--- src/pd_cfg_pkg.sv ---
// Shared constants, state types and pin groups for the power-down and configuration-mode block
package pd_cfg_pkg;

   // Clock and documented intervals
   localparam int CLK_PERIOD_NS = 10;
   localparam int OUT_LAG_NS    = 10;      // Output lag after the input side changes
   localparam int SETTLE_NS     = 50;      // Settling time after power-down release
   localparam int MIN_PULSE_NS  = 50;      // Least low time of the power-down input

   // Timer width and derived cycle counts
   localparam int TMR_W = 4;
   typedef logic [TMR_W-1:0] tmr_t;
   localparam tmr_t OUT_LAG_CYC = tmr_t'((OUT_LAG_NS / CLK_PERIOD_NS) > 0 ?
                                         (OUT_LAG_NS / CLK_PERIOD_NS) : 1);
   localparam tmr_t SETTLE_CYC  = tmr_t'((SETTLE_NS + CLK_PERIOD_NS - 1) / CLK_PERIOD_NS);
   localparam tmr_t TMR_IDLE    = 4'h0;

   // Power-down sequencing states
   typedef enum logic [2:0] {PD_RUN, PD_ENTER, PD_DOWN, PD_WAKE_IN, PD_WAKE_OUT} pd_state_e;

   // Configuration progress states
   typedef enum logic [1:0] {CFG_CLEAR, CFG_SAMPLE, CFG_LOAD, CFG_USER} cfg_state_e;

   // Loading modes chosen by the straps
   typedef enum logic [1:0] {LOAD_SLAVE_SERIAL, LOAD_MASTER_SERIAL, LOAD_EXPRESS} load_mode_e;

   // Input pins as seen by the core
   typedef struct packed {
      logic       mode_strap_hi;
      logic       mode_strap_lo;
      logic       done;
      logic       config_clock;
      logic       scan_out;
      logic       chain_select;
      logic [7:0] data;
      logic [7:0] user;
   } pin_in_s;

   // Buffer, reset and pull-up controls
   typedef struct packed {
      logic input_enable;
      logic output_enable;
      logic global_set_reset;
      logic pullup_enable;
      logic strap_pullup_enable;
   } pin_en_s;

   // Values after reset
   localparam pin_en_s EN_RESET = '{input_enable: 1'b1, output_enable: 1'b1,
                                    global_set_reset: 1'b0, pullup_enable: 1'b1,
                                    strap_pullup_enable: 1'b1};

endpackage : pd_cfg_pkg

--- src/interval_timer.sv ---
// Down-counter that measures a short interval in clock cycles
`timescale 1ns/1ns
module interval_timer (
   input  wire logic             core_clk,
   input  wire logic             rst,
   input  wire logic             start,
   input  wire pd_cfg_pkg::tmr_t start_count,
   output logic                  running
);

   pd_cfg_pkg::tmr_t count_reg;

   // Load on start, then count down to idle
   always_ff @(posedge core_clk) begin
      if (rst) begin
         count_reg <= pd_cfg_pkg::TMR_IDLE;
      end else if (start) begin
         count_reg <= start_count;
      end else if (count_reg != pd_cfg_pkg::TMR_IDLE) begin
         count_reg <= count_reg - pd_cfg_pkg::tmr_t'(1);
      end
   end

   assign running = (count_reg != pd_cfg_pkg::TMR_IDLE);

endmodule : interval_timer

--- src/power_down_and_config_mode.sv ---
// Power-down sequencing and configuration-mode selection for a programmable logic device
`timescale 1ns/1ns
module power_down_and_config_mode #(
   parameter bit TWO_STRAPS = 1'b1
) (
   input  wire logic                   core_clk,
   input  wire logic                   rst,
   input  wire logic                   power_down_n,
   input  wire logic                   program_n,
   input  wire pd_cfg_pkg::pin_in_s    pins,
   input  wire logic                   load_finished,
   input  wire logic                   load_error,
   input  wire logic                   user_init_out,
   input  wire logic                   user_init_oe,
   output pd_cfg_pkg::pin_in_s         pins_seen,
   output pd_cfg_pkg::pin_en_s         buffers,
   output pd_cfg_pkg::load_mode_e      load_mode,
   output logic                        configured,
   output logic                        config_restart,
   output logic                        init_out,
   output logic                        init_oe,
   output logic                        init_status_valid,
   output logic                        done_out,
   output logic                        done_oe,
   output logic                        high_during_config,
   output logic                        low_during_config_n,
   output logic                        scan_enable,
   output logic                        device_ready,
   output logic [7:0]                  cfg_word,
   output logic                        cfg_word_valid,
   output logic                        cfg_word_is_byte
);

   // Strap decode for both device variants
   function automatic pd_cfg_pkg::load_mode_e decode_mode(input logic hi, input logic lo);
      pd_cfg_pkg::load_mode_e m;
      m = pd_cfg_pkg::LOAD_SLAVE_SERIAL;
      if (!TWO_STRAPS) begin
         m = lo ? pd_cfg_pkg::LOAD_SLAVE_SERIAL : pd_cfg_pkg::LOAD_MASTER_SERIAL;
      end else if (!hi) begin
         m = pd_cfg_pkg::LOAD_EXPRESS;
      end else begin
         m = lo ? pd_cfg_pkg::LOAD_SLAVE_SERIAL : pd_cfg_pkg::LOAD_MASTER_SERIAL;
      end
      return m;
   endfunction : decode_mode

   pd_cfg_pkg::pd_state_e  pd_state_reg;
   pd_cfg_pkg::pd_state_e  pd_next;
   pd_cfg_pkg::cfg_state_e cfg_state_reg;
   pd_cfg_pkg::cfg_state_e cfg_next;
   pd_cfg_pkg::pin_in_s    pins_seen_reg;
   pd_cfg_pkg::pin_en_s    en_reg;
   pd_cfg_pkg::load_mode_e load_mode_reg;
   logic                   lag_start;
   logic                   lag_running;
   logic                   settle_start;
   logic                   settle_running;
   logic                   in_en_next;
   logic                   out_en_next;
   logic                   gsr_next;
   logic                   restart;
   logic                   load_error_reg;
   logic                   config_clock_prev_reg;
   logic                   config_clock_rise;
   logic                   device_ready_reg;
   logic                   config_restart_reg;
   logic                   init_out_reg;
   logic                   init_oe_reg;
   logic                   init_valid_reg;
   logic                   done_oe_reg;
   logic                   hdc_reg;
   logic                   ldc_n_reg;
   logic                   scan_enable_reg;
   logic [7:0]             cfg_word_reg;
   logic                   cfg_word_valid_reg;
   logic                   cfg_word_is_byte_reg;

   // Output lag and settle interval timers
   interval_timer u_lag_timer (
      .core_clk    (core_clk),
      .rst         (rst),
      .start       (lag_start),
      .start_count (pd_cfg_pkg::OUT_LAG_CYC),
      .running     (lag_running)
   );

   interval_timer u_settle_timer (
      .core_clk    (core_clk),
      .rst         (rst),
      .start       (settle_start),
      .start_count (pd_cfg_pkg::SETTLE_CYC),
      .running     (settle_running)
   );

   // Power-down sequencer: ordered entry and exit
   always_comb begin
      pd_next      = pd_state_reg;
      lag_start    = 1'b0;
      settle_start = 1'b0;
      case (pd_state_reg)
         pd_cfg_pkg::PD_RUN: begin
            if (!power_down_n) begin
               pd_next   = pd_cfg_pkg::PD_ENTER;
               lag_start = 1'b1;
            end
         end
         pd_cfg_pkg::PD_ENTER: begin
            if (!lag_running) begin
               pd_next = pd_cfg_pkg::PD_DOWN;
            end
         end
         pd_cfg_pkg::PD_DOWN: begin
            if (power_down_n) begin
               pd_next      = pd_cfg_pkg::PD_WAKE_IN;
               settle_start = 1'b1;
            end
         end
         pd_cfg_pkg::PD_WAKE_IN: begin
            if (!power_down_n) begin
               pd_next = pd_cfg_pkg::PD_DOWN;
            end else begin
               pd_next   = pd_cfg_pkg::PD_WAKE_OUT;
               lag_start = 1'b1;
            end
         end
         pd_cfg_pkg::PD_WAKE_OUT: begin
            if (!power_down_n) begin
               pd_next = pd_cfg_pkg::PD_DOWN;
            end else if (!lag_running) begin
               pd_next = pd_cfg_pkg::PD_RUN;
            end
         end
         default: begin
            pd_next = pd_cfg_pkg::PD_RUN;
         end
      endcase
   end

   // Buffer and reset controls decoded from the next sequencer state
   assign in_en_next  = (pd_next == pd_cfg_pkg::PD_RUN) || (pd_next == pd_cfg_pkg::PD_WAKE_IN) ||
                        (pd_next == pd_cfg_pkg::PD_WAKE_OUT);
   assign out_en_next = (pd_next == pd_cfg_pkg::PD_RUN) ||
                        (pd_next == pd_cfg_pkg::PD_ENTER);
   assign gsr_next    = (pd_next == pd_cfg_pkg::PD_ENTER) || (pd_next == pd_cfg_pkg::PD_DOWN) ||
                        (pd_next == pd_cfg_pkg::PD_WAKE_IN);

   // Sequencer state
   always_ff @(posedge core_clk) begin
      if (rst) begin
         pd_state_reg <= pd_cfg_pkg::PD_RUN;
      end else begin
         pd_state_reg <= pd_next;
      end
   end

   // Buffer, reset and pull-up flops
   always_ff @(posedge core_clk) begin
      if (rst) begin
         en_reg <= pd_cfg_pkg::EN_RESET;
      end else begin
         en_reg.input_enable        <= in_en_next;
         en_reg.output_enable       <= out_en_next;
         en_reg.global_set_reset    <= gsr_next;
         en_reg.pullup_enable       <= in_en_next;
         en_reg.strap_pullup_enable <= in_en_next && (cfg_next != pd_cfg_pkg::CFG_USER);
      end
   end

   // Gated view of the input pins, forced low while inputs are off
   always_ff @(posedge core_clk) begin
      if (rst) begin
         pins_seen_reg <= '0;
      end else begin
         pins_seen_reg <= in_en_next ? pins : '0;
      end
   end

   // Ready once the settle interval after release has passed
   always_ff @(posedge core_clk) begin
      if (rst) begin
         device_ready_reg <= 1'b0;
      end else begin
         device_ready_reg <= (pd_next == pd_cfg_pkg::PD_RUN) && !settle_running && !settle_start;
      end
   end

   // Configuration progress; reprogram uses the raw pin
   always_comb begin
      cfg_next = cfg_state_reg;
      restart  = 1'b0;
      if (!program_n) begin
         cfg_next = pd_cfg_pkg::CFG_CLEAR;
      end else if (pd_state_reg != pd_cfg_pkg::PD_RUN && cfg_state_reg != pd_cfg_pkg::CFG_USER) begin
         cfg_next = pd_cfg_pkg::CFG_CLEAR;
         restart  = (cfg_state_reg != pd_cfg_pkg::CFG_CLEAR);
      end else begin
         case (cfg_state_reg)
            pd_cfg_pkg::CFG_CLEAR:  cfg_next = pd_cfg_pkg::CFG_SAMPLE;
            pd_cfg_pkg::CFG_SAMPLE: cfg_next = pd_cfg_pkg::CFG_LOAD;
            pd_cfg_pkg::CFG_LOAD: begin
               if (load_finished && !load_error_reg) begin
                  cfg_next = pd_cfg_pkg::CFG_USER;
               end
            end
            pd_cfg_pkg::CFG_USER:   cfg_next = pd_cfg_pkg::CFG_USER;
            default:                cfg_next = pd_cfg_pkg::CFG_CLEAR;
         endcase
      end
   end

   // Configuration state and restart pulse
   always_ff @(posedge core_clk) begin
      if (rst) begin
         cfg_state_reg      <= pd_cfg_pkg::CFG_CLEAR;
         config_restart_reg <= 1'b0;
      end else begin
         cfg_state_reg      <= cfg_next;
         config_restart_reg <= restart;
      end
   end

   // Strap sampling only in the sample state
   always_ff @(posedge core_clk) begin
      if (rst) begin
         load_mode_reg <= pd_cfg_pkg::LOAD_SLAVE_SERIAL;
      end else if (cfg_state_reg == pd_cfg_pkg::CFG_SAMPLE) begin
         load_mode_reg <= decode_mode(pins_seen_reg.mode_strap_hi, pins_seen_reg.mode_strap_lo);
      end
   end

   // Sticky load error, cleared by a new clearing pass; set wins
   always_ff @(posedge core_clk) begin
      if (rst) begin
         load_error_reg <= 1'b0;
      end else if (cfg_state_reg == pd_cfg_pkg::CFG_LOAD && load_error) begin
         load_error_reg <= 1'b1;
      end else if (cfg_state_reg == pd_cfg_pkg::CFG_CLEAR) begin
         load_error_reg <= 1'b0;
      end
   end

   // Status, completion, config markers and scan enable
   always_ff @(posedge core_clk) begin
      if (rst) begin
         init_out_reg    <= 1'b0;
         init_oe_reg     <= 1'b1;
         init_valid_reg  <= 1'b0;
         done_oe_reg     <= 1'b1;
         hdc_reg         <= 1'b1;
         ldc_n_reg       <= 1'b0;
         scan_enable_reg <= 1'b0;
      end else begin
         scan_enable_reg <= (pd_next == pd_cfg_pkg::PD_RUN);
         if (pd_next != pd_cfg_pkg::PD_RUN) begin
            init_out_reg   <= 1'b0;
            init_oe_reg    <= 1'b0;
            init_valid_reg <= 1'b0;
            done_oe_reg    <= 1'b0;
            hdc_reg        <= 1'b0;
            ldc_n_reg      <= 1'b1;
         end else if (cfg_next == pd_cfg_pkg::CFG_USER) begin
            init_out_reg   <= user_init_out;
            init_oe_reg    <= user_init_oe;
            init_valid_reg <= 1'b0;
            done_oe_reg    <= 1'b0;
            hdc_reg        <= 1'b0;
            ldc_n_reg      <= 1'b1;
         end else begin
            init_out_reg   <= 1'b0;
            init_oe_reg    <= (cfg_next == pd_cfg_pkg::CFG_CLEAR) || load_error_reg ||
                              (cfg_state_reg == pd_cfg_pkg::CFG_LOAD && load_error);
            init_valid_reg <= 1'b1;
            done_oe_reg    <= 1'b1;
            hdc_reg        <= 1'b1;
            ldc_n_reg      <= 1'b0;
         end
      end
   end

   // Configuration clock edge from the gated view
   assign config_clock_rise = pins_seen_reg.config_clock && !config_clock_prev_reg;

   // Data capture: a byte per clock in express, else one bit
   always_ff @(posedge core_clk) begin
      if (rst) begin
         config_clock_prev_reg        <= 1'b0;
         cfg_word_reg         <= 8'h00;
         cfg_word_valid_reg   <= 1'b0;
         cfg_word_is_byte_reg <= 1'b0;
      end else begin
         config_clock_prev_reg      <= pins_seen_reg.config_clock;
         cfg_word_valid_reg <= 1'b0;
         if (cfg_state_reg == pd_cfg_pkg::CFG_LOAD && config_clock_rise) begin
            cfg_word_valid_reg   <= 1'b1;
            cfg_word_is_byte_reg <= (load_mode_reg == pd_cfg_pkg::LOAD_EXPRESS);
            cfg_word_reg         <= (load_mode_reg == pd_cfg_pkg::LOAD_EXPRESS) ?
                                    pins_seen_reg.data : {7'h00, pins_seen_reg.data[0]};
         end
      end
   end

   // Outputs straight from flops, except configured (decoded from the state) and done_out (tied low)
   assign pins_seen           = pins_seen_reg;
   assign buffers             = en_reg;
   assign load_mode           = load_mode_reg;
   assign configured          = (cfg_state_reg == pd_cfg_pkg::CFG_USER);
   assign config_restart      = config_restart_reg;
   assign init_out            = init_out_reg;
   assign init_oe             = init_oe_reg;
   assign init_status_valid   = init_valid_reg;
   assign done_out            = 1'b0;
   assign done_oe             = done_oe_reg;
   assign high_during_config  = hdc_reg;
   assign low_during_config_n = ldc_n_reg;
   assign scan_enable         = scan_enable_reg;
   assign device_ready        = device_ready_reg;
   assign cfg_word            = cfg_word_reg;
   assign cfg_word_valid      = cfg_word_valid_reg;
   assign cfg_word_is_byte    = cfg_word_is_byte_reg;
endmodule : power_down_and_config_mode

--- config.mk ---
export PLATFORM = sky130hd
export DESIGN_NAME = power_down_and_config_mode
export DESIGN_NICKNAME = d
export VERILOG_FILES = /design/src/pd_cfg_pkg.sv /design/src/interval_timer.sv /design/src/power_down_and_config_mode.sv
export SDC_FILE = /design/constraint.sdc
export NUM_CORES = 1
export LEC_CHECK = 0
export BUFFER_PORTS_ARGS = -buffer_cell sky130_fd_sc_hd__buf_2
export CORE_UTILIZATION = 45
export DETAILED_ROUTE_END_ITERATION = 10
export HOLD_SLACK_MARGIN = 0.15
export PLACE_DENSITY = 0.75
export SKIP_CTS_REPAIR_TIMING = 1
export SYNTH_ARGS = -nofsm -noshare
export SYNTH_HDL_FRONTEND = slang
export SYNTH_HIERARCHICAL = 1
export SYNTH_SLANG_ARGS = --single-unit
--- constraint.sdc ---
create_clock -name core_clk -period 1.9 [get_ports core_clk]
set_input_delay 0.095 -clock core_clk [delete_from_list [all_inputs] [get_ports core_clk]]
set_output_delay 0.095 -clock core_clk [all_outputs]
set_load 0.01 [all_outputs]
==> run metrics <==
Slew Limit Headroom=0.659; final core occ=0.643; Post-Synthesis Cells=246; combinational power share=0.314; Least-Margin Pin Slew=0.511 ns; CTS root buf=clkbuf_8; Seq pwr share=0.410; RR Startpoint=u_lag_timer/count_reg[0]; Worst EP required=2.13 ns; synthesis-to-finish area growth=37.7%; Hold WC Path Type=in2reg; drt first pass iters=4; overall routed net length=5.24 mm; Via Count=2,036; final setup vio count=0; NumNets Final=391; Post-Place Setup Slack=0.191 ns; Worst-path clk slew=0.06 ns; Internal Power=2.86 mW; final hold slack=0.167 ns; max cap viols=0; Clock Tree Buf Depth=2; critical path type=reg2reg; first-pass GRT wire length=7.44 mm; Netlist Area Pre-Place=2390 sq um; H-Tree Depth=3; RSZ-0062 raised after global routing=false; Leak=1.51 nW; part of the cycle the worst path needs=0.903; hold depth=4; share of layout cells above drive strength 1=0.296; Tot GR Track Use=0.182; most common cell after layout, fill and taps aside=buf_2; setup TNS=0 ns; clock skew=0.0112 ns; initial core utilization=0.467; WL met3=221 um; Port Buffers=78; DRC viols=0; ys async rst share=0; Die Span Y=74.8 um; total power=4.17 mW; reg2reg path depth=7; R2R setup slack=0.18 ns; power share of the clock group=0.277; Num CTS Buffers=9; min Tclk post-route=1.72 ns; Clock Latency Late Sink=0.34 ns; ys flop type=dfxtp_1; Max Used Layer=met4; gr ovfl total=0; Hold Vio Cnt, Final=0; Iteration-0 DRC Markers=107; crit path max fanout=4; Final HPWL DP=3.35 mm; max reg flops=22; crit path to=buffers[3]; I/O pin count=80; WL per Instance=12.2 um; fmax=583 MHz; Post-Syn Area per Cell=9.70 sq um; RD Place Congestion=0.755; number of synthesized flops with an enable pin=0; worst r2r dst=buffers[3]; #FFs+latches synth=61; Routed met1 length=2.33 mm; routed length on met2=2.58 mm; Die Wd=74.8 um; fin. max-slew vios=0; initial antenna violation count=0; Hold Path Origin=user_init_oe; status=completed; most frequent cells in the layout=78 x buf_2, 61 x dfxtp_1, 26 x dlygate4sd3_1, 23 x and2_1, 20 x nand2_1; vias in the first global route=1,638; final worst slack=0.184 ns; power density over the cells=1270 nW/um^2; CP arrival=1.94 ns; Synth Warn #=6; Routed Antenna Nets=0; Sw Share=0.314; core area=5110 sq um; Via-to-Cell Ratio=4.72; VDD IR-drop max=590 uV; crit end category=flip-flop; Startpoint Class=flip-flop; register area share after synthesis=0.512; sw power=1.31 mW; Synth cell types=51; Clock Sinks=61; CP Launch Point=u_lag_timer/count_reg[0]; largest net degree at the start of global routing=23; die area=5600 sq um; diodes inserted=0; TritonCTS clock tree=yes; num rows=26
-- power by group through the flow --
stage                     logic [mW]  registers [mW]  clock network (mW)
after floorplan                0.934            1.71                   0
after global placement          1.22            1.72                   0
after detailed placement        1.25            1.73                   0
after CTS                       1.26            1.70                1.17
after global routing            1.46            1.75                1.24
final                           1.31            1.71                1.15
-- cells by family after synthesis --
logic type                 Yosys count  share of synthesized area
DFF                                 61                      0.512
adders and majority gates            4                     0.0210
buffers and inverters               28                     0.0613
xor gates and xnor gates             6                     0.0220
and+or+nand+nor                     97                      0.235
other                                2                    0.00315
muxes                                3                     0.0136
AOI/OAI and AO/OA                   45                      0.132
-- worst min path at each step --
stage / end / slack (ns)
6_report: init_oe / 0.17
5_1_grt: init_oe / 0.18
4_1_cts: pins_seen[8] / -0.06
3_5_place_dp: pins_seen[16] / 0.30
3_3_place_gp: pins_seen[13] / 0.29
2_1_floorplan: u_lag_timer/count_reg[3] / 0.16
-- synthesized netlist by cell type, types with 3 or more instances --
library cell	instances	area (sq um)
xnor2_1	5	43.8
nor3b_1	4	30.0
buf_2	6	30.0
nand3_1	8	40.0
and2_1	23	144
dfxtp_1	61	1220
a21oi_1	15	75.1
nor2_1	8	30.0
nand2_1	20	75.1
nor3_1	4	20.0
o22ai_1	4	25.0
or3_1	3	18.8
buf_4	3	22.5
a21o_1	3	22.5
o31ai_1	3	22.5
or2_2	3	18.8
clkbuf_1	4	15.0
nor2b_1	7	43.8
ha_1	4	50.1
inv_1	12	45.0
buf_6	3	33.8
-- worst max-delay path, cell delays in order, from the launching register on --
cell and delay, ns:
dfxtp_1 0.32, inv_1 0.12, ha_1 0.16, nor3b_1 0.24, inv_1 0.12, or3b_1 0.36
a21o_1 0.19, o211a_1 0.11
-- area by class of cell --
| type | instances | area [sq um] |
|---|---|---|
| fill | 428 | 1820 |
| inverter | 12 | 45.0 |
| clock buffer | 11 | 151 |
| multi-input combinational | 164 | 1040 |
| clock inverter | 4 | 47.5 |
| sequential | 61 | 1220 |
| tap | 70 | 87.6 |
| timing repair buffer | 109 | 688 |
-- routing by layer --
layer  vias to the layer above  track usage
met5                         -            0
met3                        10       0.0683
met2                        47        0.268
met1                       929        0.240
met4                         0       0.0755
li1                       1050            -
-- metrics by stage --
step	area, sq um	instances
2_1_floorplan	2410	253
3_3_place_gp	2830	390
4_1_cts	3030	405
5_1_grt	3290	431
3_5_place_dp	2830	390
6_report	3290	431
Power figures use the tool's default switching activity.
